## src/rtl/qec_pkg.sv

```systemverilog
// Purpose: Shared constants and types for the quadrature encoder capture block
// Assumes: 32-bit Avalon-MM register words at byte addresses, 100 MHz clk_i
// Notes:   Angles are electrical degrees, 0 to 359
package qec_pkg;

  localparam int          CNT_W_DEF        = 16;
  localparam int          ANG_W            = 9;

  localparam logic [7:0]  ADDR_CTRL        = 8'h00;
  localparam logic [7:0]  ADDR_SPD_CMP     = 8'h04;
  localparam logic [7:0]  ADDR_POS_CMP     = 8'h08;
  localparam logic [7:0]  ADDR_INTERVAL    = 8'h0c;
  localparam logic [7:0]  ADDR_EDGE_CAP    = 8'h10;
  localparam logic [7:0]  ADDR_EDGE_BUF    = 8'h14;
  localparam logic [7:0]  ADDR_ENC_POS     = 8'h18;
  localparam logic [7:0]  ADDR_ENC_SPD_CAP = 8'h1c;
  localparam logic [7:0]  ADDR_ENC_POS_CAP = 8'h20;
  localparam logic [7:0]  ADDR_CMD_CNT     = 8'h24;
  localparam logic [7:0]  ADDR_CMD_SPD_CAP = 8'h28;
  localparam logic [7:0]  ADDR_CMD_POS_CAP = 8'h2c;
  localparam logic [7:0]  ADDR_SPD_DELTA   = 8'h30;
  localparam logic [7:0]  ADDR_STATUS      = 8'h34;
  localparam logic [7:0]  ADDR_ANGLE       = 8'h38;

  localparam int          CTRL_CLR_SEL_BIT = 0;
  localparam logic        CTRL_CLR_SEL_RST = 1'b1;
  localparam logic [15:0] SPD_CMP_RST      = 16'h1387;
  localparam logic [15:0] POS_CMP_RST      = 16'h270f;

  localparam int          STAT_SECTOR_LSB  = 0;
  localparam int          STAT_FAULT_BIT   = 3;
  localparam int          STAT_TRACK_BIT   = 4;
  localparam int          STAT_INDEX_BIT   = 5;
  localparam int          STAT_ENC_DIR_BIT = 6;
  localparam int          STAT_CMD_DIR_BIT = 7;

  localparam logic [8:0]  SECTOR_DEG       = 9'h03c;
  localparam logic [8:0]  HALF_SECTOR_DEG  = 9'h01e;
  localparam logic [2:0]  SECTOR_NONE      = 3'h0;
  localparam logic [2:0]  SECTOR_FIRST     = 3'h1;
  localparam logic [2:0]  SECTOR_LAST      = 3'h6;

  typedef enum logic {
    HALL_WAIT  = 1'b0,
    HALL_TRACK = 1'b1
  } qec_hall_state_t;

endpackage : qec_pkg

```

## src/rtl/qec_capture.sv

```systemverilog
// Purpose: Encoder capture: interval base, position and command counters, Hall angle
// Assumes: Avalon-MM slave, one wait cycle per access; pins async to clk_i
// Notes:   Speed delta is counts per interval cycle, which CTRL ends on the speed or position match; software divides by that cycle
module qec_capture
  import qec_pkg::*;
#(
  parameter int CNT_W = CNT_W_DEF
)
(
  input  wire logic              clk_i,
  input  wire logic              sys_rst_i,
  input  wire logic              encoder_phase_a_in_i,
  input  wire logic              encoder_phase_b_in_i,
  input  wire logic              ext_clock_a_in_i,
  input  wire logic              ext_clock_b_in_i,
  input  wire logic              index_pulse_irq_in_i,
  input  wire logic              hall_u_in_i,
  input  wire logic              hall_v_in_i,
  input  wire logic              hall_w_in_i,
  input  wire logic [7:0]        avs_address_i,
  input  wire logic              avs_read_i,
  input  wire logic              avs_write_i,
  input  wire logic [31:0]       avs_writedata_i,
  input  wire logic [3:0]        avs_byteenable_i,
  output logic      [31:0]       avs_readdata_o,
  output logic                   avs_waitrequest_o,
  output logic      [CNT_W-1:0]  position_count_value_o,
  output logic                   sensor_fault_o
);

  logic [CNT_W-1:0] interval_counter_r;
  logic [CNT_W-1:0] interval_counter_nxt;
  logic [CNT_W-1:0] speed_period_compare_r;
  logic [CNT_W-1:0] position_period_compare_r;
  logic [CNT_W-1:0] edge_width_capture_r;
  logic [CNT_W-1:0] edge_width_buffer_r;
  logic [CNT_W-1:0] encoder_position_counter;
  logic [CNT_W-1:0] encoder_speed_capture_r;
  logic [CNT_W-1:0] encoder_position_capture_r;
  logic [CNT_W-1:0] command_pulse_counter;
  logic [CNT_W-1:0] command_speed_capture_r;
  logic [CNT_W-1:0] command_position_capture_r;
  logic [CNT_W-1:0] speed_delta_r;
  logic             clr_on_pos_r;
  logic             spd_match;
  logic             pos_match;
  logic             clr_match;
  logic             enc_edge;
  logic             enc_dir;
  logic             cmd_edge;
  logic             cmd_dir;
  logic             idx_meta_r;
  logic             idx_sync_r;
  logic             idx_prev_r;
  logic             idx_rise;
  logic             index_seen_r;
  logic [2:0]       hall_sector;
  logic             hall_fault;
  logic             hall_track;
  logic [ANG_W-1:0] hall_angle;
  logic             ack_r;
  logic             req;
  logic             wr_go;
  logic [31:0]      rd_mux;
  logic [31:0]      status_word;

  function automatic logic [31:0] zext(input logic [CNT_W-1:0] v);
    zext = {{(32-CNT_W){1'b0}}, v};
  endfunction : zext

  // Byte lanes beyond CNT_W are dropped on the floor
  function automatic logic [CNT_W-1:0] merge_be(input logic [CNT_W-1:0] old,
                                                input logic [31:0]      wd,
                                                input logic [3:0]       be);
    logic [31:0] tmp;
    tmp = zext(old);
    for (int i = 0; i < 4; i++)
    begin
      if (be[i])
        tmp[i*8 +: 8] = wd[i*8 +: 8];
    end
    merge_be = tmp[CNT_W-1:0];
  endfunction : merge_be

  // Encoder and command pulse counters
  qec_quad #(
    .W (CNT_W)
  ) u_enc_quad (
    .clk_i     (clk_i),
    .sys_rst_i (sys_rst_i),
    .phase_a_i (encoder_phase_a_in_i),
    .phase_b_i (encoder_phase_b_in_i),
    .zero_i    (idx_rise),
    .count_o   (encoder_position_counter),
    .edge_o    (enc_edge),
    .dir_o     (enc_dir)
  );

  qec_quad #(
    .W (CNT_W)
  ) u_cmd_quad (
    .clk_i     (clk_i),
    .sys_rst_i (sys_rst_i),
    .phase_a_i (ext_clock_a_in_i),
    .phase_b_i (ext_clock_b_in_i),
    .zero_i    (1'b0),
    .count_o   (command_pulse_counter),
    .edge_o    (cmd_edge),
    .dir_o     (cmd_dir)
  );

  qec_hall u_hall (
    .clk_i     (clk_i),
    .sys_rst_i (sys_rst_i),
    .hall_u_i  (hall_u_in_i),
    .hall_v_i  (hall_v_in_i),
    .hall_w_i  (hall_w_in_i),
    .sector_o  (hall_sector),
    .fault_o   (hall_fault),
    .track_o   (hall_track),
    .angle_o   (hall_angle)
  );

  // Index pulse synchroniser and rising-edge detect
  always_ff @(posedge clk_i)
  begin
    if (sys_rst_i)
    begin
      idx_meta_r <= 1'b0;
      idx_sync_r <= 1'b0;
      idx_prev_r <= 1'b0;
    end
    else
    begin
      idx_meta_r <= index_pulse_irq_in_i;
      idx_sync_r <= idx_meta_r;
      idx_prev_r <= idx_sync_r;
    end
  end

  assign idx_rise = idx_sync_r & ~idx_prev_r;

  always_ff @(posedge clk_i)
  begin
    if (sys_rst_i)
      index_seen_r <= 1'b0;
    else if (idx_rise)
      index_seen_r <= 1'b1;
  end

  // Interval time base and the two loop-period matches
  assign spd_match = (interval_counter_r == speed_period_compare_r);
  assign pos_match = (interval_counter_r == position_period_compare_r);
  assign clr_match = clr_on_pos_r ? pos_match : spd_match;

  always_comb
  begin
    if (clr_match)
      interval_counter_nxt = '0;
    else
      interval_counter_nxt = interval_counter_r + CNT_W'(1);
  end

  always_ff @(posedge clk_i)
  begin
    if (sys_rst_i)
      interval_counter_r <= '0;
    else
      interval_counter_r <= interval_counter_nxt;
  end

  // Edge width capture and buffer, shifted on every encoder edge
  always_ff @(posedge clk_i)
  begin
    if (sys_rst_i)
    begin
      edge_width_capture_r <= '0;
      edge_width_buffer_r  <= '0;
    end
    else if (enc_edge)
    begin
      edge_width_capture_r <= interval_counter_r;
      edge_width_buffer_r  <= edge_width_capture_r;
    end
  end

  // Speed-period captures and speed delta
  always_ff @(posedge clk_i)
  begin
    if (sys_rst_i)
    begin
      encoder_speed_capture_r <= '0;
      command_speed_capture_r <= '0;
      speed_delta_r           <= '0;
    end
    else if (spd_match)
    begin
      encoder_speed_capture_r <= encoder_position_counter;
      command_speed_capture_r <= command_pulse_counter;
      speed_delta_r <= encoder_position_counter - encoder_speed_capture_r;
    end
  end

  // Position-period captures
  always_ff @(posedge clk_i)
  begin
    if (sys_rst_i)
    begin
      encoder_position_capture_r <= '0;
      command_position_capture_r <= '0;
    end
    else if (pos_match)
    begin
      encoder_position_capture_r <= encoder_position_counter;
      command_position_capture_r <= command_pulse_counter;
    end
  end

  // Avalon-MM: one wait cycle, read data latched before waitrequest drops
  assign req               = avs_read_i | avs_write_i;
  assign avs_waitrequest_o = req & ~ack_r;
  assign wr_go             = avs_write_i & ack_r;

  always_ff @(posedge clk_i)
  begin
    if (sys_rst_i)
      ack_r <= 1'b0;
    else
      ack_r <= req & ~ack_r;
  end

  always_ff @(posedge clk_i)
  begin
    if (sys_rst_i)
    begin
      clr_on_pos_r              <= CTRL_CLR_SEL_RST;
      speed_period_compare_r    <= CNT_W'(SPD_CMP_RST);
      position_period_compare_r <= CNT_W'(POS_CMP_RST);
    end
    else if (wr_go)
    begin
      unique case (avs_address_i & 8'hfc)
        ADDR_CTRL:
        begin
          if (avs_byteenable_i[0])
            clr_on_pos_r <= avs_writedata_i[CTRL_CLR_SEL_BIT];
        end
        ADDR_SPD_CMP:
          speed_period_compare_r <= merge_be(speed_period_compare_r,
                                             avs_writedata_i, avs_byteenable_i);
        ADDR_POS_CMP:
          position_period_compare_r <= merge_be(position_period_compare_r,
                                                avs_writedata_i, avs_byteenable_i);
        default:
        begin
        end
      endcase
    end
  end

  always_comb
  begin
    status_word = 32'h0;
    status_word[STAT_SECTOR_LSB +: 3] = hall_sector;
    status_word[STAT_FAULT_BIT]       = hall_fault;
    status_word[STAT_TRACK_BIT]       = hall_track;
    status_word[STAT_INDEX_BIT]       = index_seen_r;
    status_word[STAT_ENC_DIR_BIT]     = enc_dir;
    status_word[STAT_CMD_DIR_BIT]     = cmd_dir;
  end

  always_comb
  begin
    unique case (avs_address_i & 8'hfc)
      ADDR_CTRL:        rd_mux = {31'h0, clr_on_pos_r};
      ADDR_SPD_CMP:     rd_mux = zext(speed_period_compare_r);
      ADDR_POS_CMP:     rd_mux = zext(position_period_compare_r);
      ADDR_INTERVAL:    rd_mux = zext(interval_counter_r);
      ADDR_EDGE_CAP:    rd_mux = zext(edge_width_capture_r);
      ADDR_EDGE_BUF:    rd_mux = zext(edge_width_buffer_r);
      ADDR_ENC_POS:     rd_mux = zext(encoder_position_counter);
      ADDR_ENC_SPD_CAP: rd_mux = zext(encoder_speed_capture_r);
      ADDR_ENC_POS_CAP: rd_mux = zext(encoder_position_capture_r);
      ADDR_CMD_CNT:     rd_mux = zext(command_pulse_counter);
      ADDR_CMD_SPD_CAP: rd_mux = zext(command_speed_capture_r);
      ADDR_CMD_POS_CAP: rd_mux = zext(command_position_capture_r);
      ADDR_SPD_DELTA:   rd_mux = zext(speed_delta_r);
      ADDR_STATUS:      rd_mux = status_word;
      ADDR_ANGLE:       rd_mux = {{(32-ANG_W){1'b0}}, hall_angle};
      default:          rd_mux = 32'h0;
    endcase
  end

  always_ff @(posedge clk_i)
  begin
    if (sys_rst_i)
      avs_readdata_o <= 32'h0;
    else if (avs_read_i & ~ack_r)
      avs_readdata_o <= rd_mux;
  end

  always_ff @(posedge clk_i)
  begin
    if (sys_rst_i)
    begin
      position_count_value_o <= '0;
      sensor_fault_o         <= 1'b0;
    end
    else
    begin
      position_count_value_o <= encoder_position_counter;
      sensor_fault_o         <= hall_fault;
    end
  end
endmodule : qec_capture

```

## src/rtl/qec_quad.sv

```systemverilog
// Purpose: Two-phase up/down counter, counting every edge of both phases
// Assumes: phase inputs asynchronous to clk_i
// Notes:   A step on both phases at once is dropped as invalid
module qec_quad
  import qec_pkg::*;
#(
  parameter int W = CNT_W_DEF
)
(
  input  wire logic         clk_i,
  input  wire logic         sys_rst_i,
  input  wire logic         phase_a_i,
  input  wire logic         phase_b_i,
  input  wire logic         zero_i,
  output logic      [W-1:0] count_o,
  output logic              edge_o,
  output logic              dir_o
);

  logic [1:0] meta_r;
  logic [1:0] sync_r;
  logic [1:0] prev_r;
  logic       up;

  always_ff @(posedge clk_i)
  begin
    if (sys_rst_i)
    begin
      meta_r <= 2'h0;
      sync_r <= 2'h0;
      prev_r <= 2'h0;
    end
    else
    begin
      meta_r <= {phase_a_i, phase_b_i};
      sync_r <= meta_r;
      prev_r <= sync_r;
    end
  end

  assign edge_o = ^(sync_r ^ prev_r);
  assign up     = sync_r[1] ^ prev_r[0];

  always_ff @(posedge clk_i)
  begin
    if (sys_rst_i)
    begin
      count_o <= '0;
      dir_o   <= 1'b0;
    end
    else if (zero_i)
      count_o <= '0;
    else if (edge_o)
    begin
      count_o <= up ? count_o + W'(1) : count_o - W'(1);
      dir_o   <= up;
    end
  end
endmodule : qec_quad

```

## src/rtl/qec_hall.sv

```systemverilog
// Purpose: Hall code to sector decode and coarse rotor angle
// Assumes: u, v, w inputs asynchronous to clk_i
// Notes:   Shows a fault for two cycles after reset while the synchroniser fills
module qec_hall
  import qec_pkg::*;
(
  input  wire logic             clk_i,
  input  wire logic             sys_rst_i,
  input  wire logic             hall_u_i,
  input  wire logic             hall_v_i,
  input  wire logic             hall_w_i,
  output logic      [2:0]       sector_o,
  output logic                  fault_o,
  output logic                  track_o,
  output logic      [ANG_W-1:0] angle_o
);

  logic [2:0]      meta_r;
  logic [2:0]      sync_r;
  logic [2:0]      cur_sec;
  qec_hall_state_t state_r;

  function automatic logic [2:0] sector_of(input logic [2:0] uvw);
    unique case (uvw)
      3'h5:    sector_of = 3'h1;
      3'h4:    sector_of = 3'h2;
      3'h6:    sector_of = 3'h3;
      3'h2:    sector_of = 3'h4;
      3'h3:    sector_of = 3'h5;
      3'h1:    sector_of = 3'h6;
      default: sector_of = SECTOR_NONE;
    endcase
  endfunction : sector_of

  function automatic logic [ANG_W-1:0] sec_base(input logic [2:0] s);
    sec_base = ANG_W'((ANG_W'(s) - ANG_W'(1)) * SECTOR_DEG);
  endfunction : sec_base

  function automatic logic [2:0] sec_next(input logic [2:0] s);
    sec_next = (s == SECTOR_LAST) ? SECTOR_FIRST : s + 3'h1;
  endfunction : sec_next

  function automatic logic [2:0] sec_prev(input logic [2:0] s);
    sec_prev = (s == SECTOR_FIRST) ? SECTOR_LAST : s - 3'h1;
  endfunction : sec_prev

  always_ff @(posedge clk_i)
  begin
    if (sys_rst_i)
    begin
      meta_r <= 3'h0;
      sync_r <= 3'h0;
    end
    else
    begin
      meta_r <= {hall_u_i, hall_v_i, hall_w_i};
      sync_r <= meta_r;
    end
  end

  assign cur_sec = sector_of(sync_r);
  assign track_o = (state_r == HALL_TRACK);

  always_ff @(posedge clk_i)
  begin
    if (sys_rst_i)
    begin
      state_r  <= HALL_WAIT;
      sector_o <= SECTOR_NONE;
      fault_o  <= 1'b0;
      angle_o  <= '0;
    end
    else
    begin
      fault_o <= (cur_sec == SECTOR_NONE);
      if (cur_sec != SECTOR_NONE)
      begin
        sector_o <= cur_sec;
        unique case (state_r)
          HALL_WAIT:
          begin
            angle_o <= sec_base(cur_sec) + HALF_SECTOR_DEG;
            state_r <= HALL_TRACK;
          end
          HALL_TRACK:
          begin
            if (cur_sec == sec_next(sector_o))
              angle_o <= sec_base(cur_sec);
            else if (cur_sec == sec_prev(sector_o))
              angle_o <= sec_base(sector_o);
            else if (cur_sec != sector_o)
              angle_o <= sec_base(cur_sec) + HALF_SECTOR_DEG;
          end
        endcase
      end
    end
  end
endmodule : qec_hall

```

## config.mk

```make
export PLATFORM = sky130hd
export DESIGN_NAME = qec_capture
export DESIGN_NICKNAME = d
export VERILOG_FILES = /design/src/rtl/qec_pkg.sv /design/src/rtl/qec_capture.sv /design/src/rtl/qec_quad.sv /design/src/rtl/qec_hall.sv
export SDC_FILE = /design/constraint.sdc
export NUM_CORES = 1
export LEC_CHECK = 0
export BUFFER_PORTS_ARGS = -buffer_cell sky130_fd_sc_hd__buf_2
export CORE_UTILIZATION = 40
export DETAILED_ROUTE_END_ITERATION = 6
export GPL_TIMING_DRIVEN = 0
export PLACE_DENSITY = 0.69
export SLEW_MARGIN = 25
export SYNTH_ARGS = -nofsm -noshare
export SYNTH_HDL_FRONTEND = slang
export SYNTH_SLANG_ARGS = --single-unit
```

## constraint.sdc

```tcl
create_clock -name clk_i -period 4.55 [get_ports clk_i]
set_input_delay 0 -clock clk_i [delete_from_list [all_inputs] [get_ports clk_i]]
set_output_delay 0 -clock clk_i [all_outputs]
set_load 0.005 [all_outputs]
```

==> summary.txt <==
startpoint types = flip-flop
Detail Route Antenna Nets = 0
total gr overflow = 0
die height = 189 µm
clock tree buffer depth = 3
Total GRT Usage = 27.5%
share of the synthesized area in the top cell type = 38.0%
LEAKAGE = 6.06 nW
register area = 5290 µm²
DIE AREA = 35500 µm²
Top FF cell, synth = dfxtp_1
Synth warnings = 0
CTS root buf = clkbuf_16
Post-synth EDFFs = 0
synth top area cells = dfxtp_1 (38%), nand2_1 (5.7%), a21oi_1 (5.4%)
Worst slew margin = 24.0%
Cells after Synth = 1665
initial antenna violation count = 0
Syn Area/Cell = 8.36 µm²
Hold Crit Class = in -> reg
Netlist Area Pre-Place = 13900 µm²
initial core utilization = 41.1%
drt total wl = 50100 µm
footprint of the multi-input gates = 8010 µm²
CP arrival = 4.67 ns
status = completed
min Tclk post-route = 4.27 ns
num ports = 106
core area = 33900 µm²
Critical Path RT = 4.96 ns
PD cells = 416 nW/µm²
max-slew violations = 0
max_cap viols = 0
via/cell ratio = 5.84
CP max FO = 10
PnR worst setup slack = 0.284 ns
Pre-antenna DRT Iters = 6
Seq cells post-synth = 264
largest net degree at the start of global routing = 15
routability cong. = 0.985
CP Capture Type = flip-flop
Area growth syn-to-layout = 16.6%
I/O Buffers = 66
Tcrit/Tclk final = 93.8%
CTS buffer count = 30
WL/cell = 22.0 µm
share of cells above drive strength 1 = 10.0%
wire length of the first global-routing pass = 74700 µm
RSZ-0062 raised after global routing = no
register area share after synthesis = 38.0%
routed via count = 13303
Setup Crit Path Kind = reg -> reg
CTS tree = yes
final clock skew = 0.0298 ns
Remaining DRCs = 0
most frequent cell after synthesis = dfxtp_1
vias in the first global route = 12526
FP Rows = 67
Clock Pin Slew Worst Setup and Hold Paths = 0.07 ns
H-tree levels = 1
fmax = 0.234 GHz
Worst-Skew Late Latency = 0.57 ns
setup violators final = 0
Post-Place Worst Slack = 0.183 ns
synth unique cells = 82
number of diodes = 0
Fill cells = 3360
chip width = 189 µm
Slew @ Worst Pin = 1.14 ns
Synth top cells by count = dfxtp_1 (264), nand2_1 (210), nor2_1 (152)
detailed placement HPWL = 37000 µm
Yosys top cell by area = dfxtp_1
Starting DRT DRC Count = 1312
ys async rst share = 0%
setup TNS = 0 ns
nets = 1925
peak supply drop = 0.287 mV
clock sink count = 264
final-report hold violation count = 0
[final timing paths]
path / end / slack [ns] / cells after the start / startpoint
max: u_hall.angle_o[8] / 0.28 / 18 / u_hall.sector_o[0]
min: u_cmd_quad.count_o[15] / 0.05 / 3 / sys_rst_i
max reg2reg: u_hall.angle_o[8] / 0.28 / 18 / u_hall.sector_o[0]
min reg2reg: u_hall.sync_r[0] / 0.43 / 1 / u_hall.meta_r[0]
[worst max-delay path, stage by stage, from the launching register on]
cell and delay [ns]:
dfxtp_1 0.39, buf_2 0.30, inv_1 0.12, ha_1 0.21
clkbuf_1 0.19, nand2b_1 0.21, nand2_1 0.09, inv_1 0.08
fa_1 0.46, xnor2_1 0.21, xnor2_1 0.09, ha_1 0.34
and3_1 0.20, a221o_1 0.37, a221o_1 0.28, o2111ai_1 0.11
o211ai_1 0.15, a21oi_1 0.25, a2111oi_2 0.07
[power breakdown]
| part | internal (mW) | switching, mW | leakage (nW) | total [mW] |
|---|---|---|---|---|
| logic | 0.650 | 0.920 | 3.39 | 1.57 |
| clock network | 1.57 | 1.02 | 0.523 | 2.58 |
| registers | 2.41 | 0.183 | 2.14 | 2.60 |
[area by class of cell]
| cell class | instances | share of cell area, % |
|---|---|---|
| Buffer | 118 | 3.19 |
| Clock buffer | 41 | 5.38 |
| Clock inverter | 15 | 1.13 |
| Inverter | 47 | 1.09 |
| Multi-Input combinational cell | 1250 | 49.4 |
| Sequential cell | 264 | 32.6 |
| Tap cell | 448 | 3.46 |
| Timing Repair Buffer | 94 | 3.77 |
[metrics by stage]
stage / std cells / power, mW / hold WS [ns] / area (µm²) / util, %
floorplan: 1680 / 3.70 / 0.127 / 14000 / -
global placement: 2194 / 4.11 / 0.210 / 14900 / 43.9
detailed placement: 2195 / 4.15 / 0.217 / 14900 / 44.0
CTS: 2278 / 6.72 / 0.0211 / 16200 / 47.9
global route: 2277 / 7.03 / 0.0576 / 16200 / 47.9
finish: 2277 / 6.75 / 0.0473 / 16200 / 47.9
[cell families (layout without fill, tap and decap cells)]
| logic type | count (synthesis) | after routing | synth area share (%) |
|---|---|---|---|
| compound gates | 422 | 422 | 20.4 |
| fa+ha+maj | 64 | 64 | 6.08 |
| simple gates | 588 | 588 | 19.5 |
| buf+inv | 166 | 315 | 5.02 |
| flops | 264 | 264 | 38.0 |
| xor+xnor | 86 | 86 | 5.51 |
| mux | 74 | 74 | 5.44 |
| other cells | 1 | 16 | 0.0270 |
[cell usage in the layout (no fill, tap or decap), types with 17 or more instances in the layout]
master and count:
a21oi_1 151, a22oi_1 68, buf_2 77, clkbuf_1 89, clkbuf_16 31, dfxtp_1 263
dlygate4sd3_1 27, ha_1 58, inv_1 46, mux2i_1 70, nand2_1 210, nand3_1 50
nand4_1 17, nor2_1 152, nor2b_1 52, nor3_1 29, o21ai_0 51, xnor2_1 42
xor2_1 42
[timing repair]
item / in CTS / in global routing
endpoints found under the setup margin: 0 / 1
setup buffers: 0 / 0
hold buffers: 27 / 0
hold endpoints to repair: 42 / 0
resized for setup: 0 / 1
[layer usage]
metal | part of all wire (%) | wire [µm] | GRT usage, % | vias to the layer above
met2 | 43 | 21500 | 42.2 | 706
met5 | 0 | 0 | 0 | -
met4 | 3.8 | 1920 | 10.2 | 0
li1 | - | - | - | 6179
met3 | 11 | 5420 | 6.59 | 123
met1 | 42 | 21300 | 37.3 | 6295
Power figures use the tool's default switching activity.
